**src/rtl/aasu_regs.vh**
```
// Constants for the accumulator arithmetic and store unit
`ifndef AASU_REGS_VH
`define AASU_REGS_VH
`define AASU_W            16
`define AASU_OP_W         4
`define AASU_OP_NONE      4'h0
`define AASU_OP_MMSTORE   4'h1
`define AASU_OP_PLOAD     4'h2
`define AASU_OP_PSTORE    4'h3
`define AASU_OP_ADD       4'h4
`define AASU_OP_ADDMEM    4'h5
`define AASU_OP_SUB       4'h6
`define AASU_OP_MUL       4'h7
`define AASU_OP_DIV       4'h8
`define AASU_PAIR_STEP    16'h0002
`define AASU_CLK_NS       25
`define AASU_MUL_HW_NS    8100
`define AASU_MUL_BIT_NS   900
`define AASU_DIV_HW_NS    9100
`define AASU_DIV_BIT_NS   300
`endif

```
**src/rtl/aasu_core.v**
```verilog
// Accumulator arithmetic and store unit: sequencer, registers, memory port
`timescale 1ns/1ps
`include "aasu_regs.vh"
module aasu_core #(
    parameter W = `AASU_W
) (
    input  wire                  i_sys_clk,
    input  wire                  i_nrst,
    input  wire                  i_start,
    input  wire [`AASU_OP_W-1:0] i_op,
    input  wire [W-1:0]          i_addr,
    input  wire                  i_acc_we,
    input  wire [W-1:0]          i_acc_wdata,
    input  wire                  i_ext_we,
    input  wire [W-1:0]          i_ext_wdata,
    output wire                  o_mem_req,
    output reg                   o_mem_we,
    output reg  [W-1:0]          o_mem_addr,
    output reg  [W-1:0]          o_mem_wdata,
    input  wire                  i_mem_ack,
    input  wire [W-1:0]          i_mem_rdata,
    output reg  [W-1:0]          o_acc,
    output reg  [W-1:0]          o_ext,
    output reg                   o_carry,
    output reg                   o_ovf,
    output wire                  o_busy,
    output reg                   o_done
);
    // Latencies rounded up to whole clocks, never shorter than spec
    localparam MUL_CYC = (`AASU_MUL_HW_NS + `AASU_CLK_NS - 1) / `AASU_CLK_NS;
    localparam DIV_CYC = (`AASU_DIV_HW_NS + `AASU_CLK_NS - 1) / `AASU_CLK_NS;
    localparam [3:0] S_IDLE  = 4'h0;
    localparam [3:0] S_RD1   = 4'h1;
    localparam [3:0] S_RD2   = 4'h2;
    localparam [3:0] S_WR1   = 4'h3;
    localparam [3:0] S_WR2   = 4'h4;
    localparam [3:0] S_MULW  = 4'h5;
    localparam [3:0] S_DIVW  = 4'h6;
    localparam [3:0] S_EXEC  = 4'h7;

    reg [3:0]            st_r;
    reg [`AASU_OP_W-1:0] op_r;
    reg [W-1:0]          addr_r;
    reg [W-1:0]          opnd_r;
    reg                  req_r;
    reg                  mul_go_r;
    reg                  div_go_r;
    wire [2*W-1:0]       prod;
    wire                 mul_done;
    wire [W-1:0]         quot;
    wire [W-1:0]         rem;
    wire                 div_fault;
    wire                 div_done;

    // Sign/zero flag encoding shared by several instructions
    function [1:0] sgn_flags;
        input [W-1:0] v;
        begin
            if (v == {W{1'b0}})
                sgn_flags = 2'b10;
            else if (v[W-1])
                sgn_flags = 2'b01;
            else
                sgn_flags = 2'b00;
        end
    endfunction

    // Sum with carry out and signed overflow: {carry, ovf, sum}
    function [W+1:0] add_cv;
        input [W-1:0] a;
        input [W-1:0] b;
        input         sub;
        reg   [W:0]   s;
        reg   [W-1:0] bb;
        begin
            // Subtract as inverse plus one; carry then means no borrow
            bb = sub ? ~b : b;
            s = {1'b0, a} + {1'b0, bb} + {{W{1'b0}}, sub};
            add_cv = {s[W], (a[W-1] == bb[W-1]) && (s[W-1] != a[W-1]), s[W-1:0]};
        end
    endfunction

    wire [W+1:0] sum_cv = add_cv(o_acc, opnd_r, op_r == `AASU_OP_SUB);
    wire [W-1:0] merged = (opnd_r & ~o_ext) | (o_acc & o_ext);

    assign o_mem_req = req_r;
    assign o_busy    = (st_r != S_IDLE);

    aasu_mul #(
        .W      (W),
        .CYCLES (MUL_CYC)
    ) u_mul (
        .i_sys_clk (i_sys_clk),
        .i_nrst    (i_nrst),
        .i_start   (mul_go_r),
        .i_a       (o_acc),
        .i_b       (opnd_r),
        .o_prod    (prod),
        .o_done    (mul_done)
    );

    aasu_div #(
        .W      (W),
        .CYCLES (DIV_CYC)
    ) u_div (
        .i_sys_clk  (i_sys_clk),
        .i_nrst     (i_nrst),
        .i_start    (div_go_r),
        .i_dividend ({o_ext, o_acc}),
        .i_divisor  (opnd_r),
        .o_quot     (quot),
        .o_rem      (rem),
        .o_fault    (div_fault),
        .o_done     (div_done)
    );

    // Single sequencer, one instruction in flight at a time
    always @(posedge i_sys_clk or negedge i_nrst) begin
        if (!i_nrst) begin
            st_r <= S_IDLE;
            op_r <= `AASU_OP_NONE;
            addr_r <= {W{1'b0}};
            opnd_r <= {W{1'b0}};
            req_r <= 1'b0;
            mul_go_r <= 1'b0;
            div_go_r <= 1'b0;
            o_mem_we <= 1'b0;
            o_mem_addr <= {W{1'b0}};
            o_mem_wdata <= {W{1'b0}};
            o_acc <= {W{1'b0}};
            o_ext <= {W{1'b0}};
            o_carry <= 1'b0;
            o_ovf <= 1'b0;
            o_done <= 1'b0;
        end else begin
            o_done <= 1'b0;
            mul_go_r <= 1'b0;
            div_go_r <= 1'b0;

            case (st_r)

                S_IDLE: begin
                    // Direct loads only while idle so no instruction races them
                    if (i_acc_we)
                        o_acc <= i_acc_wdata;
                    if (i_ext_we)
                        o_ext <= i_ext_wdata;
                    if (i_start) begin
                        op_r <= i_op;
                        addr_r <= i_addr;
                        o_mem_addr <= i_addr;
                        req_r <= 1'b1;
                        if (i_op == `AASU_OP_PSTORE) begin
                            o_mem_we <= 1'b1;
                            o_mem_wdata <= o_ext;
                            st_r <= S_WR1;
                        end else begin
                            o_mem_we <= 1'b0;
                            st_r <= S_RD1;
                        end
                    end
                end

                S_RD1: begin
                    if (i_mem_ack) begin
                        req_r <= 1'b0;
                        opnd_r <= i_mem_rdata;
                        if (op_r == `AASU_OP_PLOAD) begin
                            o_ext <= i_mem_rdata;
                            o_mem_addr <= addr_r + `AASU_PAIR_STEP;
                            req_r <= 1'b1;
                            st_r <= S_RD2;
                        end else begin
                            st_r <= S_EXEC;
                        end
                    end
                end

                S_RD2: begin
                    if (i_mem_ack) begin
                        req_r <= 1'b0;
                        o_acc <= i_mem_rdata;
                        // Flags follow the extension word loaded one access earlier
                        {o_carry, o_ovf} <= sgn_flags(o_ext);
                        o_done <= 1'b1;
                        st_r <= S_IDLE;
                    end
                end

                // Operand settles one cycle before the arithmetic uses it
                S_EXEC: begin
                    st_r <= S_IDLE;
                    case (op_r)
                        `AASU_OP_MMSTORE: begin
                            // Accumulator and extension left as they are
                            o_mem_we <= 1'b1;
                            o_mem_wdata <= merged;
                            req_r <= 1'b1;
                            {o_carry, o_ovf} <= sgn_flags(merged);
                            st_r <= S_WR2;
                        end

                        `AASU_OP_ADD, `AASU_OP_SUB: begin
                            o_acc <= sum_cv[W-1:0];
                            o_carry <= sum_cv[W+1];
                            o_ovf <= sum_cv[W];
                            o_done <= 1'b1;
                        end

                        `AASU_OP_ADDMEM: begin
                            o_acc <= sum_cv[W-1:0];
                            o_carry <= sum_cv[W+1];
                            o_ovf <= sum_cv[W];
                            o_mem_we <= 1'b1;
                            o_mem_wdata <= sum_cv[W-1:0];
                            req_r <= 1'b1;
                            st_r <= S_WR2;
                        end

                        `AASU_OP_MUL: begin
                            mul_go_r <= 1'b1;
                            st_r <= S_MULW;
                        end

                        `AASU_OP_DIV: begin
                            div_go_r <= 1'b1;
                            st_r <= S_DIVW;
                        end
                        default: begin
                            o_done <= 1'b1;
                        end
                    endcase
                end

                // Request stays up; only address and data move to the second word
                S_WR1: begin
                    if (i_mem_ack) begin
                        o_mem_addr <= addr_r + `AASU_PAIR_STEP;
                        o_mem_wdata <= o_acc;
                        st_r <= S_WR2;
                    end
                end

                S_WR2: begin
                    if (i_mem_ack) begin
                        req_r <= 1'b0;
                        o_mem_we <= 1'b0;
                        o_done <= 1'b1;
                        st_r <= S_IDLE;
                    end
                end

                // Product taken only on the done pulse, never mid-count
                S_MULW: begin
                    if (mul_done) begin
                        o_ext <= prod[2*W-1:W];
                        o_acc <= prod[W-1:0];
                        {o_carry, o_ovf} <= sgn_flags(prod[2*W-1:W]);
                        o_done <= 1'b1;
                        st_r <= S_IDLE;
                    end
                end

                S_DIVW: begin
                    if (div_done) begin
                        if (div_fault) begin
                            // Fault shows as carry and overflow together
                            o_carry <= 1'b1;
                            o_ovf <= 1'b1;
                        end else begin
                            o_acc <= quot;
                            o_ext <= rem;
                            {o_carry, o_ovf} <= sgn_flags(quot);
                        end
                        o_done <= 1'b1;
                        st_r <= S_IDLE;
                    end
                end
                default: begin
                    st_r <= S_IDLE;
                end
            endcase
        end
    end
endmodule // aasu_core

```
**src/rtl/aasu_div.v**
```verilog
// Signed 32/16 restoring divider, one quotient bit per cycle
`timescale 1ns/1ps
`include "aasu_regs.vh"
module aasu_div #(
    parameter W      = `AASU_W,
    parameter CYCLES = 364
) (
    input  wire             i_sys_clk,
    input  wire             i_nrst,
    input  wire             i_start,
    input  wire [2*W-1:0]   i_dividend,
    input  wire [W-1:0]     i_divisor,
    output reg  [W-1:0]     o_quot,
    output reg  [W-1:0]     o_rem,
    output reg              o_fault,
    output reg              o_done
);
    reg [2*W-1:0] rem_r;
    reg [2*W-1:0] quo_r;
    reg [2*W-1:0] dvs_r;
    reg           nq_r;
    reg           nr_r;
    reg [15:0]    cnt_r;
    reg           busy_r;
    wire [2*W-1:0] mag_d = i_dividend[2*W-1] ? -i_dividend : i_dividend;
    wire [W-1:0]   mag_v = i_divisor[W-1] ? -i_divisor : i_divisor;
    wire [2*W-1:0] trial = {rem_r[2*W-2:0], quo_r[2*W-1]};
    wire           fits  = trial >= dvs_r;
    wire [W-1:0]   q_s   = nq_r ? -quo_r[W-1:0] : quo_r[W-1:0];
    wire [W-1:0]   r_s   = nr_r ? -rem_r[W-1:0] : rem_r[W-1:0];
    // Magnitude must fit signed range; -2^15 allowed when negative
    wire           q_ovf = (quo_r[2*W-1:W] != {W{1'b0}}) ||
                           (quo_r[W-1] && !(nq_r && quo_r[W-2:0] == {(W-1){1'b0}}));
    always @(posedge i_sys_clk or negedge i_nrst) begin
        if (!i_nrst) begin
            rem_r <= {2*W{1'b0}};
            quo_r <= {2*W{1'b0}};
            dvs_r <= {2*W{1'b0}};
            nq_r <= 1'b0;
            nr_r <= 1'b0;
            cnt_r <= 16'h0000;
            busy_r <= 1'b0;
            o_quot <= {W{1'b0}};
            o_rem <= {W{1'b0}};
            o_fault <= 1'b0;
            o_done <= 1'b0;
        end else begin
            o_done <= 1'b0;
            if (i_start) begin
                busy_r <= 1'b1;
                cnt_r <= 16'h0000;
                rem_r <= {2*W{1'b0}};
                quo_r <= mag_d;
                dvs_r <= {{W{1'b0}}, mag_v};
                nq_r <= i_dividend[2*W-1] ^ i_divisor[W-1];
                nr_r <= i_dividend[2*W-1];
                o_fault <= (i_divisor == {W{1'b0}});
            end else if (busy_r) begin
                if (cnt_r < 16'h0020) begin
                    rem_r <= fits ? trial - dvs_r : trial;
                    quo_r <= {quo_r[2*W-2:0], fits};
                end
                if (cnt_r >= CYCLES[15:0] - 16'h0001) begin
                    busy_r <= 1'b0;
                    o_done <= 1'b1;
                    o_quot <= q_s;
                    // Zero remainder always reported positive
                    o_rem <= r_s;
                    o_fault <= o_fault | q_ovf;
                end else begin
                    cnt_r <= cnt_r + 16'h0001;
                end
            end
        end
    end
endmodule // aasu_div

```
**src/rtl/aasu_mul.v**
```verilog
// Signed 16x16 multiplier with fixed latency
`timescale 1ns/1ps
`include "aasu_regs.vh"
module aasu_mul #(
    parameter W      = `AASU_W,
    parameter CYCLES = 324
) (
    input  wire             i_sys_clk,
    input  wire             i_nrst,
    input  wire             i_start,
    input  wire [W-1:0]     i_a,
    input  wire [W-1:0]     i_b,
    output reg  [2*W-1:0]   o_prod,
    output reg              o_done
);
    reg [15:0] cnt_r;
    reg        busy_r;
    always @(posedge i_sys_clk or negedge i_nrst) begin
        if (!i_nrst) begin
            cnt_r  <= 16'h0000;
            busy_r <= 1'b0;
            o_prod <= {2*W{1'b0}};
            o_done <= 1'b0;
        end else begin
            o_done <= 1'b0;
            if (i_start) begin
                busy_r <= 1'b1;
                cnt_r  <= 16'h0000;
                o_prod <= $signed(i_a) * $signed(i_b);
            end else if (busy_r) begin
                // Hold done back to model instruction timing; o_prod is already set at start
                if (cnt_r >= CYCLES[15:0] - 16'h0001) begin
                    busy_r <= 1'b0;
                    o_done <= 1'b1;
                end else begin
                    cnt_r <= cnt_r + 16'h0001;
                end
            end
        end
    end
endmodule // aasu_mul

```
**config.mk**
```make
export PLATFORM = sky130hd
export DESIGN_NAME = aasu_core
export DESIGN_NICKNAME = d
export VERILOG_FILES = /design/src/rtl/aasu_core.v /design/src/rtl/aasu_div.v /design/src/rtl/aasu_mul.v
export VERILOG_INCLUDE_DIRS = /design/src /design/src/rtl
export SDC_FILE = /design/constraint.sdc
export NUM_CORES = 2
export LEC_CHECK = 0
export BUFFER_PORTS_ARGS = -buffer_cell sky130_fd_sc_hd__buf_4
export CAP_MARGIN = 20
export CORE_ASPECT_RATIO = 2
export CORE_MARGIN = 5
export CORE_UTILIZATION = 61
export CTS_BUF_LIST = sky130_fd_sc_hd__clkbuf_8
export CTS_CLUSTER_SIZE = 10
export DETAILED_ROUTE_END_ITERATION = 8
export PLACE_DENSITY = 0.79
export SLEW_MARGIN = 40
export SYNTH_ARGS = -nofsm -noshare
export SYNTH_HDL_FRONTEND = slang
export SYNTH_SLANG_ARGS = --single-unit
```
**constraint.sdc**
```tcl
create_clock -name i_sys_clk -period 10.3 [get_ports i_sys_clk]
set_input_delay 0.515 -clock i_sys_clk [delete_from_list [all_inputs] [get_ports i_sys_clk]]
set_output_delay 0.515 -clock i_sys_clk [all_outputs]
set_load 0.02 [all_outputs]
```
==> flow_metrics.tcl <==
set metrics [dict create \
    fillers 3709 \
    cts_buffers 45 \
    portBuffers 143 \
    path_cells "clkinv_2, nor2_1, fa_1, fa_1, fa_1, fa_1, fa_1, inv_1, fa_1, inv_1, ha_1, and3_1, and2_1, and4_1, o41a_1, o21ai_1, o21ai_0, xor2_1, mux2_2" \
    cpMostUsedCell "fa_1" \
    path_max_fanout 21 \
    worst_path_max_delay_cell "dfrtp_1" \
    fin_setup_tns_ps 0 \
    drc_errors 0 \
    fmax_mhz 135 \
    synthTopCellsByCount "inv_1, nand2_1, dfrtp_1, fa_1, nor2_1" \
    syn-cell-area_um2 27800 \
    area_growth_pct 9.03 \
    hold_buffers 1 \
    ff2ff_setup_slack_ps 2880 \
    startpoint_type "register" \
    r2r_start "opnd_r[15]$_DFFE_PN0P_" \
    rsz0062_at_grt "no" \
    avgSynthCellArea_um2 8.79 \
    fp.dieW_um 161 \
    synth_top_area_frac 0.263 \
    synth_fa_ha_area_frac 0.245 \
    final_nets 3674 \
    vias 24800 \
    min_to "opnd_r[15]$_DFFE_PN0P_" \
    whs_path_depth 3 \
    dp_worst_setup_slack_ps 3090 \
    antenna_found_initial 4 \
    critPathMaxStageDelay_ps 840 \
    clock_latency_ps 640 \
    post-route-period-util 0.720 \
    io_pins 144 \
    hpwl_um 77600 \
    fin_util 0.672 \
    first_pass_iters 6 \
    setup_violations 0 \
    post_cts_buffers 0 \
    hold_class "input port to register" \
    layout_setup_ws_ps 2880 \
    async_flop_share 1.00 \
    die_h_um 312 \
    wl_per_cell_um 26.9 \
    start_util 0.617 \
    clkTransAtPathRegs_ps 70 \
    grt_pass1_wl_um 153000 \
    syn_nets 3618 \
    ys_warn_count 0 \
    synth_simple_gate_area_share 0.163 \
    synth_cells 3159 \
    synth_top_family_by_area "adder cells" \
    htree_levels 2 \
    finalHoldViolCount 0 \
    drt_iter0_drc 2433 \
    tightest_slew_ps 1010 \
    arrival_ps 7930 \
    fp-row-count 110 \
    synth-edff-count 0 \
    synth_top_cells_by_area "dfrtp_1, fa_1, ha_1" \
    synthMuxAreaShare 0.0448 \
    synth-seq-cells 292 \
    die-area_um2 50100 \
    drt-total-wl_um 102000 \
    grt_max_degree 107 \
    synth_xor_area_frac 0.0559 \
    post-route-min-period_ps 7420 \
    drive_above_1_share 0.114 \
    cts.sink_count 292 \
    rr_worst_depth 19 \
    root_buffer "clkbuf_8" \
    synth_most_common_cell "inv_1" \
    cts.path.max_buffers 3 \
    cp_top_family "adder cells" \
    gr-total-overflow 0 \
    synth-compound-area-share 0.150 \
    worstPathRequired_ps 10810 \
    end_kind "register" \
    min_from "i_mem_rdata[15]" \
    critPathBufInv 3 \
    netlist.top_cell.by_area "dfrtp_1" \
    status "completed" \
    path_class "register to register" \
    relSlewSlack 0.324 \
    ys_seq_area_frac 0.263 \
    cts-resized-gates 0 \
    hold-worst-slack_ps 120 \
    gp_congestion 1.10 \
    drv_cap 0 \
    cts_tree "yes" \
    vias_per_cell 6.50 \
    groute.usage.overall 0.405 \
    skew_ps 22.8 \
    reg2reg_to "u_mul.o_prod[25]$_DFFE_PN0P_" \
    yosysUniqueCellTypes 84 \
    detail-route-antenna-nets 0 \
    coreArea_um2 45000 \
    drv_slew 0 \
    synth-main-ff-cell "dfrtp_1" \
    grt_pass1_vias 26100 \
]
==> placed cells by master, fill, tap and decap left out, types with 13 or more instances in the layout <==
cell / instances
inv_1: 386
clkbuf_8: 59
buf_4: 197
o31ai_1: 35
xor2_1: 98
o221ai_1: 13
o21ai_0: 174
nand2_1: 318
mux2i_1: 60
xnor2_1: 79
and2_1: 131
nor2_1: 258
dfrtp_1: 285
nor4_1: 30
or3_1: 20
nor3_1: 47
a21oi_1: 191
a21o_1: 22
mux2_2: 57
nand3_1: 36
ha_1: 121
nand4_1: 14
nand2b_1: 19
o21a_1: 24
nor2b_1: 24
o22ai_1: 18
a211oi_1: 48
a221oi_1: 14
fa_1: 264
==> worst max-delay path by stage <==
stage                           startpoint  cells after the start                      endpoint
finish              opnd_r[15]$_DFFE_PN0P_                     19  u_mul.o_prod[25]$_DFFE_PN0P_
global route         opnd_r[2]$_DFFE_PN0P_                     20  u_mul.o_prod[30]$_DFFE_PN0P_
CTS                 opnd_r[15]$_DFFE_PN0P_                     19  u_mul.o_prod[25]$_DFFE_PN0P_
detailed placement  opnd_r[15]$_DFFE_PN0P_                     19  u_mul.o_prod[25]$_DFFE_PN0P_
floorplan            o_acc[15]$_DFFE_PN0P_                     21  u_mul.o_prod[28]$_DFFE_PN0P_
global placement    opnd_r[15]$_DFFE_PN0P_                     19  u_mul.o_prod[25]$_DFFE_PN0P_
==> state kept, by name, summed over array words and instances, names as in the netlist, 3 cells and up <==
name / cells
u_div.quo_r: 32
u_mul.o_prod: 32
u_div.rem_r: 31
addr_r: 16
o_acc: 16
o_ext: 16
o_mem_addr: 16
o_mem_wdata: 16
opnd_r: 16
u_div.cnt_r: 16
u_div.dvs_r: 16
u_div.o_quot: 16
u_div.o_rem: 16
u_mul.cnt_r: 16
op_r: 4
st_r: 3
==> layer usage <==
layer,wire (um),global-route usage,vias to the layer above
met5,29,0,-
met4,13200,0.409,4
met3,7760,0.0778,606
met2,50800,0.692,1341
met1,30500,0.396,12200
li1,-,-,10600
==> layout make-up <==
class / instances / area [um2] / share of cell area
multi-input combinational: 2293 / 18300 / 0.605
sequential: 292 / 7320 / 0.242
timing repair buffer: 203 / 1570 / 0.0517
inverter: 380 / 1430 / 0.0472
clock buffer: 59 / 812 / 0.0268
tap: 560 / 701 / 0.0232
clock inverter: 20 / 124 / 0.00409
antenna: 1 / 2.50 / 0.0000827
==> worst register-to-register path: stages (launching register included) <==
cell and delay (ps):
dfrtp_1 840, clkinv_2 650, nor2_1 330, fa_1 470
fa_1 530, fa_1 520, fa_1 530, fa_1 550
inv_1 80, fa_1 530, inv_1 40, ha_1 370
and3_1 230, and2_1 150, and4_1 230, o41a_1 460
o21ai_1 220, o21ai_0 120, xor2_1 160, mux2_2 260
==> cells by family (layout without fill, tap and decap cells) <==
logic type	Yosys count	in the layout
compound gates	657	657
xor+xnor	177	177
fa+ha+maj	385	385
buf+inv	574	662
flops	292	292
mux	117	117
other cells	0	1
simple gates	957	957
==> through the flow <==
stage,cell area (um2),cells
floorplan,27800,3159
global route,30300,3808
finish,30300,3808
CTS,30200,3806
detailed placement,29300,3726
global placement,29200,3726
Power is not shown: default switching activity piles up to over one toggle a cycle in this logic, so the estimate is an artifact.
